$ cat config.mk
export PLATFORM = sky130hd
export DESIGN_NAME = dynamic_load_sequencer
export DESIGN_NICKNAME = d
export VERILOG_FILES = /design/src/logic/dyn_load_pkg.sv /design/src/logic/dynamic_load_sequencer.sv
export SDC_FILE = /design/constraint.sdc
export NUM_CORES = 1
export LEC_CHECK = 0
export ABC_AREA = 1
export BUFFER_PORTS_ARGS = -buffer_cell sky130_fd_sc_hd__buf_2
export CAP_MARGIN = 20
export CORE_ASPECT_RATIO = 0.75
export CORE_UTILIZATION = 45
export DETAILED_ROUTE_END_ITERATION = 16
export PLACE_DENSITY = 0.68
export SYNTH_ARGS = -nofsm -noshare
export SYNTH_HDL_FRONTEND = slang
export SYNTH_SLANG_ARGS = --single-unit
$ cat constraint.sdc
create_clock -name clk -period 9 [get_ports clk]
set_input_delay 1.35 -clock clk [delete_from_list [all_inputs] [get_ports clk]]
set_output_delay 1.35 -clock clk [all_outputs]
set_load 0.05 [all_outputs]
$ cat src/logic/dyn_load_pkg.sv
// Purpose: Shared constants and types for the dynamic load sequencer
// Assumes: 50 MHz clk, 32-bit Avalon-MM register word
// Notes:   Setpoints are unsigned milliamp codes, voltages millivolt codes
package dyn_load_pkg;

	// ----------------------------------------------------------------
	// Clock and timing
	// ----------------------------------------------------------------
	localparam int CLK_HZ          = 50000000;
	localparam int CLK_PER_US      = CLK_HZ / 1000000;
	localparam int WIDTH_MIN_NS    = 20000;
	localparam int WIDTH_MIN_CYC   = (WIDTH_MIN_NS * CLK_PER_US + 999) / 1000;
	localparam int WIDTH_MAX_S     = 999;
	localparam int RATE_MIN_MA_US  = 1;
	localparam int RATE_MAX_MA_US  = 2500;

	// ----------------------------------------------------------------
	// Register word offsets (byte addresses)
	// ----------------------------------------------------------------
	localparam logic [5:0] OFS_CTRL    = 6'h00;
	localparam logic [5:0] OFS_LEVEL_A = 6'h04;
	localparam logic [5:0] OFS_LEVEL_B = 6'h08;
	localparam logic [5:0] OFS_RATES   = 6'h0c;
	localparam logic [5:0] OFS_WIDTH   = 6'h10;
	localparam logic [5:0] OFS_PRESC   = 6'h14;
	localparam logic [5:0] OFS_PROTECT_VOLTAGE_THRESHOLD   = 6'h18;
	localparam logic [5:0] OFS_I_START = 6'h1c;
	localparam logic [5:0] OFS_I_STEP  = 6'h20;
	localparam logic [5:0] OFS_I_END   = 6'h24;
	localparam logic [5:0] OFS_I_MIN   = 6'h28;
	localparam logic [5:0] OFS_I_MAX   = 6'h2c;
	localparam logic [5:0] OFS_DELAY   = 6'h30;
	localparam logic [5:0] OFS_STATUS  = 6'h34;

	// ----------------------------------------------------------------
	// Control fields
	// ----------------------------------------------------------------
	localparam int CTRL_MODE_LSB = 0;   // 2 bits
	localparam int CTRL_SRC_LSB  = 2;   // 2 bits
	localparam int CTRL_IRNG_BIT = 4;
	localparam int CTRL_VRNG_BIT = 5;
	localparam int CTRL_ON_BIT   = 6;
	localparam int CTRL_OVERCURRENT_PROTECTION_TEST_BIT = 7;
	localparam int CTRL_SWTRG    = 8;   // write 1: bus trigger
	localparam int CTRL_MANTRG   = 9;   // write 1: manual trigger softkey
	localparam logic [31:0] CTRL_RESET = 32'h0000_0000;
	localparam logic [31:0] PRESC_RESET = 32'h0000_0031;

	typedef enum logic [1:0] {
		MODE_CONT   = 2'h0,
		MODE_PULSE  = 2'h1,
		MODE_TOGGLE = 2'h2
	} dyn_mode_t;

	typedef enum logic [1:0] {
		SRC_MANUAL = 2'h0,
		SRC_EXT    = 2'h1,
		SRC_BUS    = 2'h2
	} trig_src_t;

	// Protection test states, gray along idle-wait-step-done
	typedef enum logic [2:0] {
		OT_IDLE = 3'b000,
		OT_WAIT = 3'b001,
		OT_STEP = 3'b011,
		OT_DONE = 3'b010
	} overcurrent_protection_test_state_t;

	typedef struct packed {
		logic [15:0] setpoint;
		logic        sink_on;
		logic        irange_hi;
		logic        vrange_hi;
	} sink_cmd_t;

	typedef struct packed {
		logic busy;
		logic pass;
		logic fail;
		logic level_b;
	} seq_status_t;

endpackage

$ cat src/logic/dynamic_load_sequencer.sv
// Purpose: Dynamic level sequencer and overcurrent protection test engine
// Assumes: Avalon-MM slave, one wait state on every access
// Notes:
`timescale 1ns/1ns

module dynamic_load_sequencer
	import dyn_load_pkg::*;
#(
	parameter int LVL_W = 16
)
(
	// Clock and reset
	input  wire logic                clk,
	input  wire logic                nrst,
	// Avalon-MM slave
	input  wire logic [5:0]          address,
	input  wire logic                read,
	input  wire logic                write,
	input  wire logic [31:0]         writedata,
	input  wire logic [3:0]          byteenable,
	output logic      [31:0]         readdata,
	output logic                     waitrequest,
	// Trigger pin and measurement
	input  wire logic                ext_trig,
	input  wire logic [LVL_W-1:0]    meas_voltage,
	input  wire logic [LVL_W-1:0]    meas_current,
	// Sink stage command and sequencer status
	output sink_cmd_t                sink_cmd,
	output seq_status_t              status
);

	initial
	begin
		if (LVL_W != 16)
			$error("LVL_W must be 16");
	end

	// ----------------------------------------------------------------
	// Register file
	// ----------------------------------------------------------------
	logic [31:0] ctrl_reg, level_a_reg, level_b_reg, rates_reg, width_reg;
	logic [31:0] presc_reg, protect_voltage_threshold_reg, i_start_reg, i_step_reg, i_end_reg;
	logic [31:0] i_min_reg, i_max_reg, delay_reg;
	logic        ack_reg;
	logic        bus_trg_reg, man_trg_reg;
	logic        pass_reg, fail_reg, level_b_reg_st;
	logic [15:0] set_reg;
	logic        sink_on_reg;
	overcurrent_protection_test_state_t ot_state_reg;

	function automatic logic [31:0] merge(input logic [31:0] old,
		input logic [31:0] nw, input logic [3:0] be);
		logic [31:0] r;
		r = old;
		for (int i = 0; i < 4; i++)
			if (be[i])
				r[i*8 +: 8] = nw[i*8 +: 8];
		return r;
	endfunction

	wire logic acc  = (read | write) & ~ack_reg;
	// Writes land at the edge where waitrequest is sampled low
	wire logic wr_e = write & ack_reg;

	always_ff @(posedge clk or negedge nrst)
	begin
		if (!nrst)
			ack_reg <= 1'b0;
		else
			ack_reg <= acc;
	end

	always_comb waitrequest = ~ack_reg & (read | write);

	always_ff @(posedge clk or negedge nrst)
	begin
		if (!nrst)
		begin
			ctrl_reg    <= CTRL_RESET;
			level_a_reg <= '0;
			level_b_reg <= '0;
			rates_reg   <= 32'h0001_0001;
			width_reg   <= 32'h0000_0001;
			presc_reg   <= PRESC_RESET;
			protect_voltage_threshold_reg   <= '0;
			i_start_reg <= '0;
			i_step_reg  <= '0;
			i_end_reg   <= '0;
			i_min_reg   <= '0;
			i_max_reg   <= '0;
			delay_reg   <= 32'h0000_0001;
		end
		else if (wr_e)
		begin
			case (address)
				OFS_CTRL:    ctrl_reg    <= merge(ctrl_reg, writedata,
				                                 byteenable);
				OFS_LEVEL_A: level_a_reg <= merge(level_a_reg, writedata,
				                                 byteenable);
				OFS_LEVEL_B: level_b_reg <= merge(level_b_reg, writedata,
				                                 byteenable);
				OFS_RATES:   rates_reg   <= merge(rates_reg, writedata,
				                                 byteenable);
				OFS_WIDTH:   width_reg   <= merge(width_reg, writedata,
				                                 byteenable);
				OFS_PRESC:   presc_reg   <= merge(presc_reg, writedata,
				                                 byteenable);
				OFS_PROTECT_VOLTAGE_THRESHOLD:   protect_voltage_threshold_reg   <= merge(protect_voltage_threshold_reg, writedata,
				                                 byteenable);
				OFS_I_START: i_start_reg <= merge(i_start_reg, writedata,
				                                 byteenable);
				OFS_I_STEP:  i_step_reg  <= merge(i_step_reg, writedata,
				                                 byteenable);
				OFS_I_END:   i_end_reg   <= merge(i_end_reg, writedata,
				                                 byteenable);
				OFS_I_MIN:   i_min_reg   <= merge(i_min_reg, writedata,
				                                 byteenable);
				OFS_I_MAX:   i_max_reg   <= merge(i_max_reg, writedata,
				                                 byteenable);
				OFS_DELAY:   delay_reg   <= merge(delay_reg, writedata,
				                                 byteenable);
				default:     ;
			endcase
		end
	end

	// Self-clearing trigger strobes from control writes
	always_ff @(posedge clk or negedge nrst)
	begin
		if (!nrst)
		begin
			bus_trg_reg <= 1'b0;
			man_trg_reg <= 1'b0;
		end
		else
		begin
			bus_trg_reg <= wr_e && address == OFS_CTRL && byteenable[1]
			               && writedata[CTRL_SWTRG];
			man_trg_reg <= wr_e && address == OFS_CTRL && byteenable[1]
			               && writedata[CTRL_MANTRG];
		end
	end

	always_ff @(posedge clk or negedge nrst)
	begin
		if (!nrst)
			readdata <= '0;
		else if (acc && read)
		begin
			case (address)
				OFS_CTRL:    readdata <= {24'h0, ctrl_reg[7:0]};
				OFS_LEVEL_A: readdata <= level_a_reg;
				OFS_LEVEL_B: readdata <= level_b_reg;
				OFS_RATES:   readdata <= rates_reg;
				OFS_WIDTH:   readdata <= width_reg;
				OFS_PRESC:   readdata <= presc_reg;
				OFS_PROTECT_VOLTAGE_THRESHOLD:   readdata <= protect_voltage_threshold_reg;
				OFS_I_START: readdata <= i_start_reg;
				OFS_I_STEP:  readdata <= i_step_reg;
				OFS_I_END:   readdata <= i_end_reg;
				OFS_I_MIN:   readdata <= i_min_reg;
				OFS_I_MAX:   readdata <= i_max_reg;
				OFS_DELAY:   readdata <= delay_reg;
				OFS_STATUS:  readdata <= {4'h0, set_reg, 5'h00,
				                 ot_state_reg, pass_reg, fail_reg,
				                 sink_on_reg, level_b_reg_st};
				default:     readdata <= '0;
			endcase
		end
	end

	wire dyn_mode_t m    = dyn_mode_t'(ctrl_reg[CTRL_MODE_LSB +: 2]);
	wire trig_src_t src  = trig_src_t'(ctrl_reg[CTRL_SRC_LSB +: 2]);
	wire logic     run   = ctrl_reg[CTRL_ON_BIT];
	wire logic     overcurrent_protection_test  = ctrl_reg[CTRL_OVERCURRENT_PROTECTION_TEST_BIT];

	// ----------------------------------------------------------------
	// Trigger selection
	// ----------------------------------------------------------------
	logic ext_s1_reg, ext_s2_reg, ext_s3_reg;
	always_ff @(posedge clk or negedge nrst)
	begin
		if (!nrst)
		begin
			ext_s1_reg <= 1'b0;
			ext_s2_reg <= 1'b0;
			ext_s3_reg <= 1'b0;
		end
		else
		begin
			ext_s1_reg <= ext_trig;
			ext_s2_reg <= ext_s1_reg;
			ext_s3_reg <= ext_s2_reg;
		end
	end

	logic trig;
	always_comb
	begin
		case (src)
			SRC_MANUAL: trig = man_trg_reg;
			SRC_EXT:    trig = ext_s2_reg & ~ext_s3_reg;
			SRC_BUS:    trig = bus_trg_reg;
			default:    trig = 1'b0;
		endcase
	end

	// ----------------------------------------------------------------
	// Prescaler tick
	// ----------------------------------------------------------------
	logic [31:0] pre_cnt_reg;
	logic        tick_reg;
	logic        pulse_hold_reg;
	wire  logic  pulse_fire = run && !overcurrent_protection_test && m == MODE_PULSE
	                          && !pulse_hold_reg && trig;
	always_ff @(posedge clk or negedge nrst)
	begin
		if (!nrst)
		begin
			pre_cnt_reg <= '0;
			tick_reg    <= 1'b0;
		end
		else if (pulse_fire)
		begin
			// Restart so a pulse lasts whole prescaled ticks
			pre_cnt_reg <= 32'h1;
			tick_reg    <= (presc_reg == 32'h0);
		end
		else if (pre_cnt_reg >= presc_reg)
		begin
			pre_cnt_reg <= '0;
			tick_reg    <= 1'b1;
		end
		else
		begin
			pre_cnt_reg <= pre_cnt_reg + 32'h1;
			tick_reg    <= 1'b0;
		end
	end

	// ----------------------------------------------------------------
	// Dynamic level selection
	// ----------------------------------------------------------------
	logic [31:0] wcnt_reg;
	always_ff @(posedge clk or negedge nrst)
	begin
		if (!nrst)
		begin
			level_b_reg_st <= 1'b0;
			pulse_hold_reg <= 1'b0;
			wcnt_reg       <= '0;
		end
		else if (!run || overcurrent_protection_test)
		begin
			level_b_reg_st <= 1'b0;
			pulse_hold_reg <= 1'b0;
			wcnt_reg       <= '0;
		end
		else
		begin
			case (m)
				MODE_PULSE:
				begin
					if (pulse_hold_reg)
					begin
						if (tick_reg)
							wcnt_reg <= wcnt_reg + 32'h1;
						if (tick_reg && wcnt_reg + 32'h1 >= width_reg)
						begin
							pulse_hold_reg <= 1'b0;
							level_b_reg_st <= 1'b0;
						end
					end
					else if (trig)
					begin
						pulse_hold_reg <= 1'b1;
						level_b_reg_st <= 1'b1;
						wcnt_reg       <= '0;
					end
					else
						level_b_reg_st <= 1'b0;
				end
				MODE_TOGGLE:
					if (trig)
						level_b_reg_st <= ~level_b_reg_st;
				MODE_CONT:
				begin
					if (tick_reg)
						wcnt_reg <= wcnt_reg + 32'h1;
					if (tick_reg && wcnt_reg + 32'h1 >= width_reg)
					begin
						wcnt_reg       <= '0;
						level_b_reg_st <= ~level_b_reg_st;
					end
				end
				default:
					level_b_reg_st <= 1'b0;
			endcase
		end
	end

	// ----------------------------------------------------------------
	// Protection test engine
	// ----------------------------------------------------------------
	logic [31:0] dcnt_reg;
	logic [15:0] ot_cur_reg;
	always_ff @(posedge clk or negedge nrst)
	begin
		if (!nrst)
		begin
			ot_state_reg <= OT_IDLE;
			ot_cur_reg   <= '0;
			dcnt_reg     <= '0;
			pass_reg     <= 1'b0;
			fail_reg     <= 1'b0;
		end
		else if (!(run && overcurrent_protection_test))
			ot_state_reg <= OT_IDLE;
		else
		begin
			case (ot_state_reg)
				OT_IDLE:
				begin
					pass_reg <= 1'b0;
					fail_reg <= 1'b0;
					dcnt_reg <= '0;
					if (meas_voltage >= protect_voltage_threshold_reg[15:0])
						ot_state_reg <= OT_WAIT;
				end
				OT_WAIT:
				begin
					if (tick_reg)
						dcnt_reg <= dcnt_reg + 32'h1;
					if (tick_reg && dcnt_reg + 32'h1 >= delay_reg)
					begin
						dcnt_reg     <= '0;
						ot_cur_reg   <= i_start_reg[15:0];
						ot_state_reg <= OT_STEP;
					end
				end
				OT_STEP:
				begin
					if (ot_cur_reg >= i_end_reg[15:0])
					begin
						fail_reg     <= 1'b1;
						ot_state_reg <= OT_DONE;
					end
					else if (meas_voltage < protect_voltage_threshold_reg[15:0])
					begin
						if (meas_current >= i_min_reg[15:0] &&
						    meas_current <= i_max_reg[15:0])
							pass_reg <= 1'b1;
						else
							fail_reg <= 1'b1;
						ot_state_reg <= OT_DONE;
					end
					else
					begin
						if (tick_reg)
							dcnt_reg <= dcnt_reg + 32'h1;
						if (tick_reg && dcnt_reg + 32'h1 >= delay_reg)
						begin
							dcnt_reg   <= '0;
							ot_cur_reg <= ot_cur_reg
							              + i_step_reg[15:0];
						end
					end
				end
				OT_DONE: ;
				default: ot_state_reg <= OT_IDLE;
			endcase
		end
	end

	// ----------------------------------------------------------------
	// Slew-limited setpoint output
	// ----------------------------------------------------------------
	logic [15:0] target;
	logic        want_on;
	always_comb
	begin
		want_on = run;
		if (overcurrent_protection_test)
		begin
			want_on = run && ot_state_reg == OT_STEP;
			target  = ot_cur_reg;
		end
		else
			target = level_b_reg_st ? level_b_reg[15:0]
			                        : level_a_reg[15:0];
		if (!want_on)
			target = '0;
	end

	// Rates are mA per us: one us is CLK_PER_US cycles
	logic [7:0] us_cnt_reg;
	wire  logic us_tick = (us_cnt_reg == 8'(CLK_PER_US - 1));
	always_ff @(posedge clk or negedge nrst)
	begin
		if (!nrst)
			us_cnt_reg <= '0;
		else if (us_tick)
			us_cnt_reg <= '0;
		else
			us_cnt_reg <= us_cnt_reg + 8'h1;
	end

	wire logic [15:0] up_r = rates_reg[15:0];
	wire logic [15:0] dn_r = rates_reg[31:16];
	always_ff @(posedge clk or negedge nrst)
	begin
		if (!nrst)
			set_reg <= '0;
		else if (us_tick)
		begin
			if (target > set_reg)
				set_reg <= (target - set_reg > up_r) ? set_reg + up_r
				                                     : target;
			else if (target < set_reg)
				set_reg <= (set_reg - target > dn_r) ? set_reg - dn_r
				                                     : target;
		end
	end

	always_ff @(posedge clk or negedge nrst)
	begin
		if (!nrst)
		begin
			sink_on_reg <= 1'b0;
			sink_cmd    <= '0;
			status      <= '0;
		end
		else
		begin
			sink_on_reg <= want_on;
			sink_cmd    <= '{set_reg, want_on, ctrl_reg[CTRL_IRNG_BIT],
			                 ctrl_reg[CTRL_VRNG_BIT]};
			status      <= '{ot_state_reg != OT_IDLE &&
			                 ot_state_reg != OT_DONE, pass_reg,
			                 fail_reg, level_b_reg_st};
		end
	end
endmodule

==> impl_metrics.json <==
{
  "finalHoldViolCount": 0,
  "final.period_utilization_pct": 67.5,
  "slew_headroom_pct": 18.2,
  "highest_layer": "met5",
  "die-area_sq_um": 83900,
  "post-dp-hpwl_um": 100000,
  "drive_above_1_share_pct": 8.95,
  "yosys_warnings": 0,
  "crit_top_cell": "nand2_1",
  "clock_path_buffers": 3,
  "hp-class": "flop to flop",
  "route.vias.total": 34469,
  "startpoint_type": "flop",
  "drv_cap": 0,
  "reg2reg_to": "set_reg[13]$_DFFE_PN0P_",
  "ff2ff_path_depth": 26,
  "ant_nets": 0,
  "htreeDepth": 3,
  "synth_edf_count": 0,
  "worstMarginPinSlew_ns": 1.22,
  "finalNetCount": 5245,
  "slowest_delay_ns": 0.96,
  "die_w_um": 334,
  "worstSetupPathType": "flop to flop",
  "rsz0062_at_grt": "no",
  "timing.rr.start": "ctrl_reg[7]$_DFFE_PN0P_",
  "power_leakage_nw": 19.9,
  "ys_seq_elements": 596,
  "coreArea_sq_um": 81200,
  "cts_setup_buffers": 0,
  "drcViolationCount": 0,
  "gr-total-overflow": 0,
  "period_minus_slack_ns": 6.08,
  "holdPathStages": 0,
  "synth_area_sq_um": 37200,
  "setup_viol": 0,
  "cp_max_fo": 20,
  "wl_met3_um": 13900,
  "clock.fmax_mhz": 165,
  "drt_iter0_drc": 4079,
  "wl_met2_um": 53700,
  "antenna_found_initial": 7,
  "wl_per_cell_um": 22.3,
  "fin_skew_ns": 0.0201,
  "first_pass_iters": 6,
  "routed_via_density": 5.71,
  "grt_max_degree": 161,
  "num_io_pins": 135,
  "routed_wl_um": 134000,
  "syn_nets": 5198,
  "cts_tree": "yes",
  "postCtsHoldBufs": 0,
  "synthArstFlopShare_pct": 100,
  "io_buffers": 134,
  "drv_slew": 0,
  "hold_path_end": "ext_s2_reg$_DFF_PN0_",
  "reg2reg_slack_ns": 2.92,
  "ctsResizeCount": 0,
  "netlist-cell-type-count": 66,
  "cpLargestDelayFamily": "simple AND/OR/NAND/NOR gates",
  "power_density_nw_per_um2": 167,
  "worstSetupEndpointType": "flop",
  "netlist_instances": 4837,
  "grt_pass1_wl_um": 202000,
  "synth_ff_type": "dfrtp_1",
  "stdcell_count": 6035,
  "cp_slowest_cell": "nor3_1",
  "min_from": "ext_s1_reg$_DFF_PN0_",
  "cp.arrival_ns": 6.59,
  "clock-sinks": 596,
  "status": "finished, final reports clean",
  "crit_path_start": "ctrl_reg[7]$_DFFE_PN0P_",
  "dp.cells": 5918,
  "gp_congestion": 0.985,
  "yosysSeqAreaShare_pct": 40.1,
  "grt_pass1_vias": 31758,
  "cts_root_buf": "clkbuf_16",
  "setup-tns-final_ns": 0,
  "die_y_um": 251,
  "grtUsageTotal_pct": 31.9,
  "met1Wirelength_um": 62400,
  "avgSynthCellArea_sq_um": 7.70,
  "rows": 90,
  "initial_core_util_pct": 45.9,
  "timing.critical_path.buf_inv": 5,
  "required_ns": 9.52,
  "area_delta_synth_final_pct": 9.32,
  "irDropWorstVdd_mv": 0.130,
  "path_clk_slew_ns": 0.06,
  "insertion_delay_ns": 0.63,
  "cts-buffers-inserted": 67
}
[layer usage]
layer  vias up  track usage, %
li1      16073               -
met1     16464            48.9
met2      1680            44.1
met3       246            7.02
met4         6            9.67
met5         -               0
[cell type report]
| type | instances | area, sq um |
|---|---|---|
| diodes | 1 | 2.50 |
| clock buffers | 89 | 1850 |
| clock inverters | 26 | 236 |
| fillers | 8014 | 40500 |
| inverters | 583 | 2190 |
| multi-input cells | 3476 | 19200 |
| flip-flops and latches | 596 | 14900 |
| well taps | 1104 | 1380 |
| repair buffers | 160 | 901 |
[placed cells by master (no fill, tap or decap), types with 23 or more instances in the layout]
cell,n
a21oi_1,221
a221oi_1,46
buf_2,133
buf_4,23
clkbuf_16,67
dfrtp_1,589
ha_1,277
inv_1,540
inv_2,39
nand2_1,1323
nand2_2,31
nand3_1,164
nand3_2,30
nand4_1,63
nor2_1,277
nor3_1,82
nor4_1,36
o21ai_0,400
o21ai_1,142
o22ai_1,66
xnor2_1,27
xor2_1,93
[logic make-up (layout without fill, tap and decap cells)]
kind of cell | Yosys count | count (layout) | synth area share [%]
and+or+nand+nor | 2079 | 2079 | 24.2
AOI/OAI and AO/OA | 993 | 993 | 14.9
buffers and inverters | 765 | 858 | 8.36
DFF | 596 | 596 | 40.1
adders and majority gates | 282 | 282 | 9.57
xor gates and xnor gates | 120 | 120 | 2.82
muxes | 2 | 2 | 0.0537
other | 0 | 1 | 0
[synth_stat cells (46+ instances only)]
library cell  count  area share [%]
buf_2            53            0.71
inv_1           541             5.5
o21ai_1         142             1.9
nor2_1          279             2.8
nand2_1        1324              13
clkbuf_1         98            0.99
a21oi_1         222             3.0
o21ai_0         400             5.4
nand4_1          63             1.1
xor2_1           93             2.2
a221oi_1         46             1.1
nand3_1         164             2.2
o22ai_1          66             1.1
nor3_1           82             1.1
dfrtp_1         589              40
ha_1            277             9.3
[worst max path at each step]
stage,endpoint,slack [ns],depth (start not counted)
finish,set_reg[13]$_DFFE_PN0P_,2.92,26
global route,set_reg[11]$_DFFE_PN0P_,2.71,25
CTS,set_reg[11]$_DFFE_PN0P_,3.21,25
detailed placement,set_reg[11]$_DFFE_PN0P_,3.19,25
global placement,set_reg[11]$_DFFE_PN0P_,3.26,25
floorplan,set_reg[1]$_DFFE_PN0P_,4.93,28
[where the power goes]
part	switching, W	internal (W)
sequential	0.0000945	0.00279
combinational	0.000853	0.000347
clock	0.00119	0.00153
[stage by stage]
step / hold slack [ns] / setup slack, ns / total power, W / util [%] / instance area (sq um)
floorplan: 0.331 / 4.93 / 0.00371 / - / 37200
global placement: 0.342 / 3.26 / 0.00408 / 47.6 / 38600
detailed placement: 0.353 / 3.19 / 0.00410 / 47.6 / 38600
CTS: 0.358 / 3.21 / 0.00682 / 50.1 / 40700
global route: 0.366 / 2.71 / 0.00708 / 50.2 / 40700
finish: 0.346 / 2.92 / 0.00681 / 50.2 / 40700
[worst reg2reg max path: stages (launching register included)]
cell and delay, ns:
dfrtp_1 0.65, inv_2 0.42, o21ai_2 0.08, buf_4 0.20, nor3_1 0.96, ha_1 0.51, a21oi_1 0.26, inv_1 0.07
a21oi_1 0.20, o21ai_0 0.21, nand2_1 0.11, o2111ai_1 0.11, xor2_1 0.17, ha_1 0.29, nand2_1 0.06, inv_1 0.06
nand3_1 0.09, nor3_1 0.22, nand2_1 0.08, nand2_1 0.20, nand2_2 0.31, inv_2 0.33, nand3_1 0.14, nand2_1 0.09
nand2_1 0.05, nand2_1 0.05, nand2_1 0.06
(Power assumes the default switching activity.)
